===== src/hdl/csa_pkg.sv =====
// package: states, address formats and timing for the cpu state and address unit
package csa_pkg;
   localparam int  CORE_CLK_HZ      = 25000000;
   localparam int  OFFSET_W         = 16;
   localparam int  SEG_W            = 7;
   localparam int  LADDR_W          = 23;
   localparam int  LONG_W           = 32;
   localparam int  SEG_LSB_IN_LONG  = 24;
   localparam int  SHORT_SEG_LSB    = 8;
   localparam int  SHORT_LONG_FLAG  = 15;
   localparam int  RESET_LIMIT_CYC  = 5;
   localparam int  RESET_CNT_W      = 3;
   localparam int  REFRESH_PERIOD   = 64;
   localparam int  REFRESH_CNT_W    = 7;
   localparam int  PS_WORDS         = 3;
   localparam logic [15:0] PS_AREA_BASE = 16'h0002;
   localparam logic [6:0]  PS_AREA_SEG  = 7'h00;

   typedef enum logic [2:0] {
      CSA_ST_RESET   = 3'b000,
      CSA_ST_PSFETCH = 3'b001,
      CSA_ST_RUN     = 3'b010,
      CSA_ST_REFRESH = 3'b011,
      CSA_ST_DRAIN   = 3'b100,
      CSA_ST_DISC    = 3'b101
   } csa_state_t;

   typedef struct packed {
      logic [6:0]  seg;
      logic [15:0] offset;
   } csa_laddr_t;

   typedef struct packed {
      logic        valid;
      logic        wr;
      logic        is_word;
      logic        is_long;
      csa_laddr_t  addr;
   } csa_req_t;
endpackage


===== src/hdl/csa_core.sv =====
// cpu operating state control and logical address former
// Function
// RQ1: memory is addressed per byte, 64K ascending bytes per space or segment.
// RQ2: bit n within byte or word has weight two to the n.
// RQ3: multi-byte data sits at its lowest address, most significant byte first.
// RQ4: word and long accesses use even addresses; bytes any address.
// RQ5: nonsegmented variant drives a plain 16-bit byte address.
// RQ6: segmented variant drives 7-bit segment plus 16-bit offset.
// RQ7: offset arithmetic never carries into the segment number.
// RQ8: segmented address lives in a 32-bit long word container.
// RQ9: decoder accepts a 16-bit short encoding of segmented addresses.
// RQ10: nonsegmented code on segmented variant takes segment from program counter.
// RQ11: segment number goes out early, ahead of the offset.
// RQ12: exactly three operating states: running, stop/refresh, bus-disconnect.
// RQ13: stop or refresh demand enters stop/refresh, issuing only refresh cycles.
// RQ14: leave stop/refresh when neither condition remains, or on bus hold request.
// RQ15: on bus hold request grant, disconnect and release bus drivers, stay idle.
// RQ16: stay disconnected until the external master drops its request.
// RQ17: bus hold request outranks stop and refresh.
// RQ18: reset makes the device nonoperational within five cycles, held while asserted.
// RQ19: on reset release pick the state from bus hold request and stop levels.
// RQ20: after reset fetch flag control word and program counter from reserved area.
// RQ21: finish the bus transaction in progress before granting the bus.
`timescale 1ns/1ps
`default_nettype none
module csa_core #(
   parameter bit SEGMENTED = 1'b1
) (
   input  wire logic              core_clk,
   input  wire logic              rstn,
   input  wire logic              reset_pin_n,
   input  wire logic              stop_n,
   input  wire logic              bus_hold_request_n,
   input  wire logic              seg_mode,
   input  wire logic [6:0]        pc_seg,
   input  wire csa_pkg::csa_req_t exec_req,
   output logic                   exec_ready,
   input  wire logic [31:0]       long_word_register,
   input  wire logic [15:0]       word_register,
   input  wire logic              use_long,
   input  wire logic [15:0]       short_addr,
   input  wire logic [15:0]       displacement,
   output logic [22:0]            ea_long,
   output logic [22:0]            ea_short,
   output logic [22:0]            ea_plus_disp,
   output logic [31:0]            ea_container,
   input  wire logic [15:0]       mem_rdata,
   input  wire logic              mem_done,
   input  wire logic [3:0]        bit_sel,
   output logic [15:0]            bit_mask,
   output logic [15:0]            flag_control_word,
   output logic [15:0]            pc_offset_out,
   output logic [6:0]             pc_seg_out,
   output logic                   ps_loaded,
   output logic                   bus_hold_grant_n,
   output logic [6:0]             seg_out,
   output logic                   seg_oe_n,
   output logic [15:0]            addr_out,
   output logic                   addr_oe_n,
   output logic                   addr_strobe_n,
   output logic                   cyc_active,
   output logic                   cyc_write,
   output logic                   cyc_refresh,
   output logic                   addr_error,
   output logic [2:0]             op_state
);
   csa_pkg::csa_state_t state_r, state_nxt;

   // three-stage pin synchronisers; change counts when stages two and three agree
   localparam int N_PIN = 3;
   // reset pin starts seen as active so nothing runs before its level is known
   localparam logic [2:0] PIN_INIT = 3'b110;
   wire  [2:0] pin_raw = {bus_hold_request_n, stop_n, reset_pin_n};
   logic [2:0] pin_act;
   logic       rst_act_r, stop_act_r, breq_act_r;
   genvar g;
   generate
      for (g = 0; g < N_PIN; g++) begin : g_sync
         logic [2:0] sync_r;
         logic       act_r;
         always_ff @(posedge core_clk or negedge rstn) begin
            if (!rstn) begin
               sync_r <= {3{PIN_INIT[g]}};
               act_r  <= ~PIN_INIT[g];
            end else begin
               sync_r <= {sync_r[1:0], pin_raw[g]};
               if (sync_r[1] == sync_r[2])
                  act_r <= ~sync_r[2];
            end
         end
         assign pin_act[g] = act_r;
      end
   endgenerate
   assign rst_act_r  = pin_act[0];
   assign stop_act_r = pin_act[1];
   assign breq_act_r = pin_act[2];

   // state decodes shared by the issue and output logic
   wire in_run     = (state_r == csa_pkg::CSA_ST_RUN);
   wire in_refresh = (state_r == csa_pkg::CSA_ST_REFRESH);

   // refresh demand counter; demand stays pending until a cycle in the refresh state serves it
   logic [6:0] ref_cnt_r;
   logic       ref_pend_r;
   wire        ref_tick  = (ref_cnt_r == 7'(csa_pkg::REFRESH_PERIOD - 1));
   wire        ref_serve = in_refresh && ref_pend_r;
   always_ff @(posedge core_clk or negedge rstn) begin
      if (!rstn) begin
         ref_cnt_r  <= 7'h00;
         ref_pend_r <= 1'b0;
      end else begin
         ref_cnt_r <= ref_tick ? 7'h00 : ref_cnt_r + 7'h01;
         // new demand wins over the serve of the old one
         ref_pend_r <= ref_tick | (ref_pend_r & ~ref_serve);
      end
   end

   // program status fetch counter after reset
   logic [1:0]  ps_idx_r;
   logic        ps_loaded_r;
   logic [15:0] fcw_r, pc_off_r;
   logic [6:0]  pc_seg_r;
   logic        cyc_busy_r;
   wire         in_fetch  = (state_r == csa_pkg::CSA_ST_PSFETCH);
   wire         ps_last   = in_fetch && mem_done && (ps_idx_r == 2'(csa_pkg::PS_WORDS - 1));
   wire         want_stop = stop_act_r | ref_pend_r;

   always_comb begin
      state_nxt = state_r;
      unique case (state_r)
         csa_pkg::CSA_ST_RESET: begin
            if (!rst_act_r) begin // RQ19
               if (breq_act_r)
                  state_nxt = csa_pkg::CSA_ST_DISC;
               else if (stop_act_r)
                  state_nxt = csa_pkg::CSA_ST_REFRESH;
               else
                  state_nxt = ps_loaded_r ? csa_pkg::CSA_ST_RUN : csa_pkg::CSA_ST_PSFETCH;
            end
         end
         csa_pkg::CSA_ST_PSFETCH, csa_pkg::CSA_ST_RUN: begin
            if (breq_act_r) // RQ17
               state_nxt = cyc_busy_r ? csa_pkg::CSA_ST_DRAIN : csa_pkg::CSA_ST_DISC; // RQ21
            else if (want_stop && !cyc_busy_r)
               state_nxt = csa_pkg::CSA_ST_REFRESH; // RQ13
            else if (ps_last)
               state_nxt = csa_pkg::CSA_ST_RUN; // RQ20
         end
         csa_pkg::CSA_ST_REFRESH: begin
            if (breq_act_r)
               state_nxt = csa_pkg::CSA_ST_DISC; // RQ14 RQ17
            else if (!want_stop)
               state_nxt = ps_loaded_r ? csa_pkg::CSA_ST_RUN : csa_pkg::CSA_ST_PSFETCH; // RQ14
         end
         csa_pkg::CSA_ST_DRAIN: begin
            if (mem_done || !cyc_busy_r)
               state_nxt = csa_pkg::CSA_ST_DISC; // RQ21
         end
         csa_pkg::CSA_ST_DISC: begin
            if (!breq_act_r) // RQ16
               state_nxt = want_stop ? csa_pkg::CSA_ST_REFRESH :
                           (ps_loaded_r ? csa_pkg::CSA_ST_RUN : csa_pkg::CSA_ST_PSFETCH);
         end
         default: state_nxt = csa_pkg::CSA_ST_RESET;
      endcase
      if (rst_act_r) // RQ18
         state_nxt = csa_pkg::CSA_ST_RESET;
   end

   // segment early, offset one cycle later (RQ11)
   logic        early_r, cyc_wr_r, cyc_ref_r;
   logic [6:0]  seg_r;
   logic [15:0] off_r;
   logic [15:0] fetch_off;
   wire issue_ps  = in_fetch && !cyc_busy_r && !breq_act_r && !want_stop;
   wire align_bad = (exec_req.is_word | exec_req.is_long) & exec_req.addr.offset[0]; // RQ4
   wire run_ok    = in_run && !breq_act_r && !want_stop && !cyc_busy_r;
   wire issue_ex  = run_ok && exec_req.valid && !align_bad;
   wire issue_ref = in_refresh && !breq_act_r; // RQ13
   assign fetch_off  = csa_pkg::PS_AREA_BASE + {13'h0000, ps_idx_r, 1'b0};
   assign exec_ready = run_ok;
   // nonsegmented code still gets the program counter segment (RQ10)
   wire [6:0] ex_seg = !SEGMENTED ? 7'h00 : (seg_mode ? exec_req.addr.seg : pc_seg); // RQ5 RQ10

   // only the three operating states plus reset, fetch and drain substates
   always_ff @(posedge core_clk or negedge rstn) begin
      if (!rstn)
         state_r <= csa_pkg::CSA_ST_RESET;
      else
         state_r <= state_nxt; // RQ12
   end

   // odd word or long request is refused and flagged one cycle later
   wire odd_refused = run_ok & exec_req.valid & align_bad; // RQ4
   always_ff @(posedge core_clk or negedge rstn) begin
      if (!rstn)
         addr_error <= 1'b0;
      else
         addr_error <= odd_refused;
   end

   // issued cycle: busy until the memory answers, except refresh which is never busy; strobe for one cycle
   wire any_issue = issue_ref | issue_ps | issue_ex;
   wire busy_nxt  = any_issue ? ~issue_ref : (cyc_busy_r & ~mem_done);
   always_ff @(posedge core_clk or negedge rstn) begin
      if (!rstn) begin
         cyc_busy_r <= 1'b0;
         early_r    <= 1'b0;
      end else if (rst_act_r) begin
         cyc_busy_r <= 1'b0;
         early_r    <= 1'b0;
      end else begin
         cyc_busy_r <= busy_nxt;
         early_r    <= any_issue;
      end
   end

   // cycle attributes stand until the next issue
   wire [6:0]  seg_nxt = issue_ex ? ex_seg : csa_pkg::PS_AREA_SEG;
   wire [15:0] off_nxt = issue_ex ? exec_req.addr.offset : (issue_ps ? fetch_off : 16'h0000);
   always_ff @(posedge core_clk or negedge rstn) begin
      if (!rstn) begin
         cyc_wr_r  <= 1'b0;
         cyc_ref_r <= 1'b0;
         seg_r     <= 7'h00;
         off_r     <= 16'h0000;
      end else if (any_issue && !rst_act_r) begin
         cyc_wr_r  <= issue_ex & exec_req.wr;
         cyc_ref_r <= issue_ref;
         seg_r     <= seg_nxt;
         off_r     <= off_nxt;
      end
   end

   // status words land in order; a reset restarts the whole fetch
   wire ps_capture = in_fetch && mem_done && !rst_act_r && !any_issue;
   always_ff @(posedge core_clk or negedge rstn) begin
      if (!rstn) begin
         ps_idx_r    <= 2'h0;
         ps_loaded_r <= 1'b0;
      end else if (rst_act_r) begin
         ps_idx_r    <= 2'h0;
         ps_loaded_r <= 1'b0;
      end else if (ps_capture) begin // RQ20
         ps_idx_r <= ps_idx_r + 2'h1;
         if (ps_last)
            ps_loaded_r <= 1'b1;
      end
   end

   // a drained fetch word is not captured, so it is fetched again later
   always_ff @(posedge core_clk or negedge rstn) begin
      if (!rstn) begin
         fcw_r    <= 16'h0000;
         pc_seg_r <= 7'h00;
         pc_off_r <= 16'h0000;
      end else if (ps_capture) begin
         unique case (ps_idx_r)
            2'h0: fcw_r <= mem_rdata;
            2'h1: pc_seg_r <= mem_rdata[14:8];
            default: pc_off_r <= mem_rdata;
         endcase
      end
   end

   // outputs float in disconnect and stay quiet while held in reset
   wire in_disc  = (state_r == csa_pkg::CSA_ST_DISC);
   wire in_reset = (state_r == csa_pkg::CSA_ST_RESET);
   wire driving  = !in_disc && !in_reset;
   assign bus_hold_grant_n = !in_disc; // RQ15
   assign seg_out          = SEGMENTED ? seg_r : 7'h00; // RQ6
   assign seg_oe_n         = !(driving && SEGMENTED); // RQ15
   assign addr_out         = early_r ? 16'h0000 : off_r; // RQ11
   assign addr_oe_n        = !driving; // RQ15
   assign addr_strobe_n    = !(driving && early_r);
   assign cyc_active       = cyc_busy_r | cyc_ref_r & early_r;
   assign cyc_write        = cyc_wr_r & cyc_busy_r;
   assign cyc_refresh      = cyc_ref_r & early_r;
   assign op_state         = state_r;
   assign flag_control_word = fcw_r;
   assign pc_offset_out    = pc_off_r;
   assign pc_seg_out       = pc_seg_r;
   assign ps_loaded        = ps_loaded_r;

   // address formation: segment field in bits 30:24 of the long container (RQ8)
   wire [6:0] long_seg  = long_word_register[csa_pkg::SEG_LSB_IN_LONG +: csa_pkg::SEG_W];
   // short form: bit 15 clear, segment in 14:8, 8-bit offset in 7:0 (RQ9)
   wire [6:0] short_seg = short_addr[csa_pkg::SHORT_LONG_FLAG-1:csa_pkg::SHORT_SEG_LSB];
   wire [22:0] ea_from_long = {long_seg, long_word_register[15:0]};
   wire [6:0]  word_seg     = SEGMENTED ? pc_seg : 7'h00;
   wire [22:0] ea_from_word = {word_seg, word_register};
   assign ea_long  = use_long ? ea_from_long : ea_from_word; // RQ8 RQ10
   assign ea_short = {short_seg, 8'h00, short_addr[7:0]}; // RQ9
   // offset wraps inside the segment; segment field never sees the carry (RQ7)
   wire [15:0] sum_off = ea_long[15:0] + displacement; // RQ1 RQ7
   assign ea_plus_disp = {ea_long[22:16], sum_off};
   assign ea_container = {1'b0, ea_long[22:16], 8'h00, ea_long[15:0]}; // RQ8
   // byte lane weight: bit n is 2**n, counted from the least significant end
   assign bit_mask = 16'h0001 << bit_sel; // RQ2 RQ3
endmodule
`default_nettype wire


===== config.mk =====
export PLATFORM = sky130hd
export DESIGN_NAME = csa_core
export DESIGN_NICKNAME = d
export VERILOG_FILES = /design/src/hdl/csa_pkg.sv /design/src/hdl/csa_core.sv
export SDC_FILE = /design/constraint.sdc
export NUM_CORES = 1
export LEC_CHECK = 0
export BUFFER_PORTS_ARGS = -buffer_cell sky130_fd_sc_hd__buf_2
export CAP_MARGIN = 25
export CORE_AREA = 2 2 129 131
export DETAILED_ROUTE_END_ITERATION = 10
export DIE_AREA = 0 0 131 133
export HOLD_SLACK_MARGIN = 0.05
export PLACE_DENSITY = 0.71
export SYNTH_ARGS = -nofsm -noshare
export SYNTH_HDL_FRONTEND = slang
export SYNTH_SLANG_ARGS = --single-unit
export TNS_END_PERCENT = 5

===== constraint.sdc =====
create_clock -name core_clk -period 8.45 [get_ports core_clk]
set_clock_uncertainty 0.1 [all_clocks]
set_input_delay 0.845 -clock core_clk [delete_from_list [all_inputs] [get_ports core_clk]]
set_output_delay 0.845 -clock core_clk [all_outputs]
set_load 0.01 [all_outputs]

==> results.py, run 1 <==
metrics = {
    "critical_path": {
        "crit_end": "ea_plus_disp[14]",
        "start_kind": "input pin",
        "startpoint": "use_long",
        "critPathRequiredTime_ns": 7.51,
        "crit_type": "input pin to primary output",
        "r2r_slack_ns": 6.05,
        "path_max_fanout": 23,
        "reg2reg_depth": 4,
        "cp.arrival_ns": 3.80,
        "r2r_end": "flag_control_word[12]$_DFFE_PN0P_",
        "r2r_start": "op_state[0]$_DFFE_PN0P_",
        "crit_path_end_kind": "primary output",
    },
    "final_layout": {
        "area_delta_synth_final_pct": 26.76,
        "nets": 933,
        "layout.area.seq_sq_um": 2336,
        "drive_gt1_share_pct": 47.23,
        "fin_util_pct": 43.09,
        "final.fill_count": 1563,
        "multiInputGateArea_sq_um": 2618,
    },
    "clocking": {
        "clockBufferDepth": 2,
        "cts.sink_count": 93,
        "ctsResizeCount": 0,
        "post_cts_buffers": 0,
        "cts_tree": "built",
        "cts_root_buffer": "clkbuf_16",
        "h-tree-depth": 3,
        "path_clk_slew_ns": 0.06,
        "insertion_delay_ns": 0.34,
        "cts_hold_buffers": 0,
        "cts-buffers-inserted": 9,
    },
    "outcome": {
        "status": "completed",
    },
    "route": {
        "drt-total-wl_mm": 14.14,
        "first_iter_violations": 142,
        "vias_per_cell": 4.600,
        "vias": 4582,
        "post-route-drc-count": 0,
        "antenna_left": 0,
        "dr.pass1.iters": 5,
        "avgRoutedWirePerCell_um": 14.20,
    },
    "floorplan": {
        "core_sq_um": 16170,
        "io_pins": 334,
        "die_w_um": 131,
        "die_area_sq_um": 17420,
        "row_count": 47,
        "start_util_pct": 34.00,
        "die_y_um": 133,
    },
    "placement": {
        "gp_congestion": 0.7772,
        "port_buffers": 276,
        "dp_hpwl_mm": 11.16,
    },
    "power": {
        "p_leak_nw": 3.731,
        "pwr-share-seq_pct": 40.4,
        "powerDensity_nw_per_um2": 202.5,
        "p_clk_share_pct": 28.7,
        "switching_share_pct": 32.10,
        "pwr-share-comb_pct": 30.9,
        "ir_worst_vdd_mv": 0.1002,
        "power.switching_w": 0.0004531,
        "p_int_w": 0.0009583,
    },
    "global_route": {
        "grt_overflow": 0,
        "grt_pass1_vias": 4241,
        "grt_pass1_wl_mm": 21.38,
        "grt.total_usage_pct": 15.65,
        "grt_max_degree": 56,
        "grt_antenna_before_repair": 3,
    },
    "synth": {
        "synth-edff-count": 0,
        "ys_warn_count": 0,
        "synth.distinct_cells": 52,
        "synthArstFlopShare_pct": 100.0,
        "yosysSeqAreaShare_pct": 42.49,
        "synth-seq-cells": 93,
        "syn_inst": 547,
        "syn_avg_cell_area_sq_um": 10.05,
        "synth_ff_type": "dfrtp_1",
        "synth_area_sq_um": 5498,
    },
    "timing": {
        "relSlewSlack_pct": 45.54,
        "rsz0062_at_grt": "false",
        "tightest_slew_ns": 0.8149,
        "finalSetupViolCount": 0,
        "hold_viol": 0,
        "fin_crit_sh_pct": 56.11,
        "tns_ns": 0,
        "fin_crit_ns": 4.742,
        "clock.fmax_mhz": 210.9,
        "slew_viol_final": 0,
    },
    "worst_hold_path": {
        "holdPathStages": 0,
        "min_path_type": "flop to flop",
    },
    "job": {
        "max_cap_viol_count": 0,
    },
}
[worst min-delay path by stage]
stage,startpoint,end,slack (ns)
after global placement,g_sync[0].sync_r[0]$_DFF_PN0_,g_sync[0].sync_r[1]$_DFF_PN0_,0.24
after global routing,g_sync[1].sync_r[0]$_DFF_PN1_,g_sync[1].sync_r[1]$_DFF_PN1_,0.26
after detailed placement,g_sync[0].sync_r[0]$_DFF_PN0_,g_sync[0].sync_r[1]$_DFF_PN0_,0.24
after floorplan,g_sync[0].sync_r[0]$_DFF_PN0_,g_sync[0].sync_r[1]$_DFF_PN0_,0.23
after CTS,g_sync[0].sync_r[0]$_DFF_PN0_,g_sync[0].sync_r[1]$_DFF_PN0_,0.25
final,g_sync[0].sync_r[0]$_DFF_PN0_,g_sync[0].sync_r[1]$_DFF_PN0_,0.25
[stage by stage]
step | instances | total power (W) | hold WS, ns | cell area (sq um) | setup slack, ns
after detailed placement | 979 | 0.001016 | 0.2395 | 6669 | 3.709
final | 996 | 0.001411 | 0.2505 | 6969 | 3.708
after global placement | 979 | 0.001006 | 0.2352 | 6669 | 3.738
after floorplan | 563 | 0.0008521 | 0.2312 | 5558 | 4.002
after global routing | 995 | 0.001495 | 0.2621 | 6967 | 3.518
after CTS | 995 | 0.001428 | 0.2537 | 6967 | 3.699
[layer usage]
layer  vias to the layer above  wire (um)  global-route usage (%)
met4                         4        164                   4.728
met2                       188       6500                   24.06
met1                      2118       6291                   20.82
met5                         -         27                       0
met3                        18       1156                   5.338
li1                       2254          -                       -
[synthesized netlist by cell type (10+ instances only)]
cell | count | area share (%)
nor3_1 | 11 | 1.0
nor2_1 | 35 | 2.4
dfrtp_1 | 86 | 39
mux2_2 | 61 | 12
nand2_1 | 60 | 4.1
o21ai_1 | 16 | 1.5
xor2_1 | 11 | 1.8
ha_1 | 20 | 4.6
buf_4 | 66 | 9.0
o21ai_0 | 19 | 1.7
mux2i_1 | 10 | 1.8
inv_1 | 11 | 0.75
a21oi_1 | 12 | 1.1
nor2b_1 | 20 | 2.3
[critical path, stage by stage]
cell and delay [ns]:
buf_2 0.46, mux2_2 0.42, ha_1 0.23, inv_1 0.08, fa_1 0.21, nor2b_1 0.06, o21a_1 0.18, a311o_1 0.39
a31oi_1 0.37, o41ai_1 0.14, xor2_1 0.23, buf_2 0.18
[power groups by stage]
| stage | sequential, W | combinational [W] | clock (W) |
|---|---|---|---|
| final | 0.000570 | 0.000436 | 0.000405 |
| after global routing | 0.000580 | 0.000478 | 0.000437 |
| after CTS | 0.000570 | 0.000439 | 0.000418 |
| after detailed placement | 0.000578 | 0.000438 | 0 |
| after global placement | 0.000574 | 0.000432 | 0 |
| after floorplan | 0.000594 | 0.000258 | 0 |
[logic make-up after synthesis]
logic type                 synth area share (%)
other                                   0.06821
buffers and inverters                     10.99
muxes                                     14.32
xor gates and xnor gates                  3.027
DFF                                       42.49
AOI/OAI and AO/OA                         9.946
and+or+nand+nor                           14.25
adders and majority gates                 4.916
[cells in the final DEF, fill, tap and decap left out, drive strengths merged, types with 8 or more instances in the layout]
cell	Yosys	final
mux2i	10	10
ha	20	20
nor2b	20	20
mux2	61	61
clkbuf	8	10
xnor2	8	8
xor2	11	11
nand3	8	8
dfrtp	86	86
o21ai	35	35
nand2	60	60
o31ai	8	8
nand2b	9	9
nor2	35	35
inv	11	14
a21oi	12	12
buf	74	278
nor3	13	13
conb	1	17
[registers in the layout (all words and copies together) (netlist names)]
register and flops:
flag_control_word 16, cyc_wr_r 1, ps_loaded 1, ps_idx_r 2
breq_act_r 1, g_sync.sync_r 9, off_r 16, early_r 1
pc_offset_out 16, op_state 3, ref_cnt_r 7, g_sync.act_r 2
seg_out 7, ref_pend_r 1, cyc_ref_r 1, addr_error 1
cyc_busy_r 1, pc_seg_out 7
[cell type report]
class,instances,area share [%]
flip-flops and latches,93,33.52
inverters,11,0.5925
diodes,1,0.03591
repair buffers,278,20.07
clock buffers,10,3.285
multi-input cells,377,37.56
clock inverters,6,0.9874
well taps,220,3.950
Power figures use the tool's default switching activity.
==> run 2: changes to the inputs <==
--- a/config.mk
+++ b/config.mk
@@ -5,13 +5,14 @@
 export SDC_FILE = /design/constraint.sdc
 export NUM_CORES = 1
 export LEC_CHECK = 0
+export ABC_AREA = 1
 export BUFFER_PORTS_ARGS = -buffer_cell sky130_fd_sc_hd__buf_2
 export CAP_MARGIN = 25
-export CORE_AREA = 2 2 129 131
+export CORE_AREA = 2 2 128 130
 export DETAILED_ROUTE_END_ITERATION = 10
-export DIE_AREA = 0 0 131 133
+export DIE_AREA = 0 0 130 132
 export HOLD_SLACK_MARGIN = 0.05
-export PLACE_DENSITY = 0.71
+export PLACE_DENSITY = 0.74
 export SYNTH_ARGS = -nofsm -noshare
 export SYNTH_HDL_FRONTEND = slang
 export SYNTH_SLANG_ARGS = --single-unit
==> constraint.sdc (replaced) <==
create_clock -name core_clk -period 4.9 [get_ports core_clk]
set_clock_uncertainty 0.1 [all_clocks]
set_input_delay 0.49 -clock core_clk [delete_from_list [all_inputs] [get_ports core_clk]]
set_output_delay 0.49 -clock core_clk [all_outputs]
set_load 0.01 [all_outputs]
==> results.py, run 2 <==
metrics = {
    "outcome": {
        "status": "completed",
    },
    "floorplan": {
        "row_count": 46,
        "die_w_um": 130,
        "die_area_sq_um": 17160,
        "core_sq_um": 15710,
        "io_pins": 334,
        "die_y_um": 132,
        "start_util_pct": 37.28,
    },
    "timing": {
        "tightest_slew_ns": 0.8543,
        "rsz0062_at_grt": "false",
        "hold_viol": 0,
        "fin_crit_sh_pct": 70.40,
        "finalSetupViolCount": 0,
        "clock.fmax_mhz": 289.9,
        "tns_ns": 0,
        "fin_crit_ns": 3.450,
        "relSlewSlack_pct": 42.45,
        "slew_viol_final": 0,
    },
    "route": {
        "vias_per_cell": 4.680,
        "vias": 5747,
        "post-route-drc-count": 0,
        "avgRoutedWirePerCell_um": 13.98,
        "wl_met3_mm": 1.195,
        "antenna_left": 0,
        "wl_met2_mm": 8.446,
        "dr.pass1.iters": 4,
        "top_layer": "met5",
        "first_iter_violations": 314,
        "drt-total-wl_mm": 17.17,
        "m1WireLength_mm": 7.257,
    },
    "synth": {
        "synth_area_sq_um": 5857,
        "synth-seq-cells": 93,
        "yosysTopAreaCell": "dfrtp_1",
        "yosysTopAreaCellShare_pct": 36.74,
        "synth-edff-count": 0,
        "syn_avg_cell_area_sq_um": 7.490,
        "synth_area_leaders": "dfrtp_1, nand2_1, buf_4",
        "synth_common_cells": "nand2_1, dfrtp_1, nor2_1",
        "syn_inst": 782,
        "synthArstFlopShare_pct": 100.0,
        "synth.distinct_cells": 35,
        "synth_ff_type": "dfrtp_1",
        "yosysSeqAreaShare_pct": 39.88,
        "synth_most_common_cell": "nand2_1",
        "ys_warn_count": 0,
    },
    "critical_path": {
        "start_kind": "input pin",
        "crit_path_end_kind": "primary output",
        "startpoint": "use_long",
        "crit_end": "ea_plus_disp[8]",
        "critPathRequiredTime_ns": 4.31,
        "r2r_start": "breq_act_r$_DFFE_PN0N_",
        "r2r_end": "flag_control_word[6]$_DFFE_PN0P_",
        "cp.arrival_ns": 2.86,
        "crit_type": "input pin to primary output",
        "r2r_slack_ns": 2.69,
        "path_max_fanout": 32,
        "reg2reg_depth": 9,
    },
    "global_route": {
        "grt_antenna_before_repair": 1,
        "grt_overflow": 0,
        "grt_pass1_vias": 5351,
        "grt.total_usage_pct": 19.48,
        "grt_pass1_wl_mm": 26.77,
        "grt_max_degree": 55,
    },
    "clocking": {
        "post_cts_buffers": 0,
        "cts_root_buffer": "clkbuf_16",
        "cts-buffers-inserted": 9,
        "insertion_delay_ns": 0.33,
        "h-tree-depth": 3,
        "cts_tree": "built",
        "clockBufferDepth": 2,
        "path_clk_slew_ns": 0.07,
        "cts.sink_count": 93,
    },
    "power": {
        "p_leak_nw": 4.368,
        "power.total_w": 0.002642,
        "ir_worst_vdd_mv": 0.1796,
        "pwr-share-seq_pct": 38.7,
        "pwr-share-comb_pct": 34.7,
        "switching_share_pct": 36.40,
        "powerDensity_nw_per_um2": 358.2,
        "p_int_w": 0.001681,
        "power.switching_w": 0.0009617,
        "p_clk_share_pct": 26.6,
    },
    "final_layout": {
        "final_cell_mix": "buf_2, nand2_1, dfrtp_1",
        "layout.area.seq_sq_um": 2336,
        "area_delta_synth_final_pct": 25.96,
        "multiInputGateArea_sq_um": 2741,
        "drive_gt1_share_pct": 32.51,
        "antenna-diode-count": 0,
        "final_common_cell": "buf_2",
        "nets": 1170,
        "final.fill_count": 1608,
    },
    "placement": {
        "gp_congestion": 0.9343,
        "dp_hpwl_mm": 13.57,
        "port_buffers": 276,
    },
    "job": {
        "max_cap_viol_count": 0,
    },
    "worst_hold_path": {
        "min_path_type": "input pin to flop",
    },
}
-- run 2: layout make-up --
type / count / share of cell area, %
flip-flops and latches: 93 / 31.67
multi-input cells: 547 / 37.16
repair buffers: 282 / 19.67
clock buffers: 10 / 3.104
well taps: 216 / 3.663
clock inverters: 6 / 0.9668
inverters: 74 / 3.765
-- run 2: worst min-delay path by stage --
stage                                        from                       endpoint  slack (ns)  depth (start not counted)
floorplan                                    rstn           addr_error$_DFF_PN0_        0.09                          0
global placement    g_sync[0].sync_r[0]$_DFF_PN0_  g_sync[0].sync_r[1]$_DFF_PN0_        0.23                          0
detailed placement  g_sync[0].sync_r[0]$_DFF_PN0_  g_sync[0].sync_r[1]$_DFF_PN0_        0.24                          0
CTS                            bus_hold_request_n  g_sync[2].sync_r[0]$_DFF_PN1_        0.13                          1
global route                   bus_hold_request_n  g_sync[2].sync_r[0]$_DFF_PN1_        0.14                          1
finish                         bus_hold_request_n  g_sync[2].sync_r[0]$_DFF_PN1_        0.15                          1
-- run 2: what timing repair did --
item / in CTS / in global routing
hold endpoints to repair: 31 / 0
hold buffers: 1 / 0
gates resized for setup: 0 / 0
-- run 2: metal layers --
| metal | track usage [%] | vias to the layer above |
|---|---|---|
| met5 | 0 | - |
| met3 | 4.180 | 20 |
| met2 | 33.48 | 232 |
| li1 | - | 2848 |
| met4 | 4.958 | 2 |
| met1 | 24.72 | 2645 |
-- run 2: per-stage QoR --
stage	area [sq um]	hold slack (ns)	std cells	worst slack, ns	util [%]
global placement	7039	0.2331	1210	1.542	44.80
CTS	7350	0.1349	1227	1.470	46.78
floorplan	5917	0.09441	798	1.887	-
finish	7377	0.1512	1228	1.450	46.95
detailed placement	7039	0.2420	1210	1.492	44.80
global route	7377	0.1371	1228	1.194	46.95
-- run 2: cell families (layout without fill, tap and decap cells) --
logic type / after synthesis / after routing / synth area share, %
AND/OR/NAND/NOR: 415 / 415 / 30.34
buffers and inverters: 158 / 372 / 14.33
flip-flops: 93 / 93 / 39.88
AO/OA/AOI/OAI: 66 / 66 / 5.982
adder cells (fa/ha/maj): 21 / 21 / 4.614
XOR/XNOR: 14 / 14 / 2.094
multiplexers: 14 / 14 / 2.692
other: 1 / 17 / 0.06403
-- run 2: power by group through the flow --
| stage | sequential, W | combinational [W] | clock, W |
|---|---|---|---|
| after global routing | 0.00104 | 0.00102 | 0.000749 |
| after detailed placement | 0.00103 | 0.000916 | 0 |
| final | 0.00102 | 0.000916 | 0.000703 |
| after floorplan | 0.00109 | 0.000511 | 0 |
| after global placement | 0.00103 | 0.000903 | 0 |
| after CTS | 0.00102 | 0.000920 | 0.000723 |
-- run 2: worst max-delay path, stage by stage --
cell     delay [ns]
buf_2          0.45
mux2_2         0.28
ha_1           0.19
inv_1          0.08
fa_1           0.40
inv_1          0.10
nand3_1        0.07
nand2_1        0.14
nand2_1        0.07
nand2_1        0.12
nand2_1        0.07
nand2_1        0.09
xor2_1         0.15
buf_2          0.15
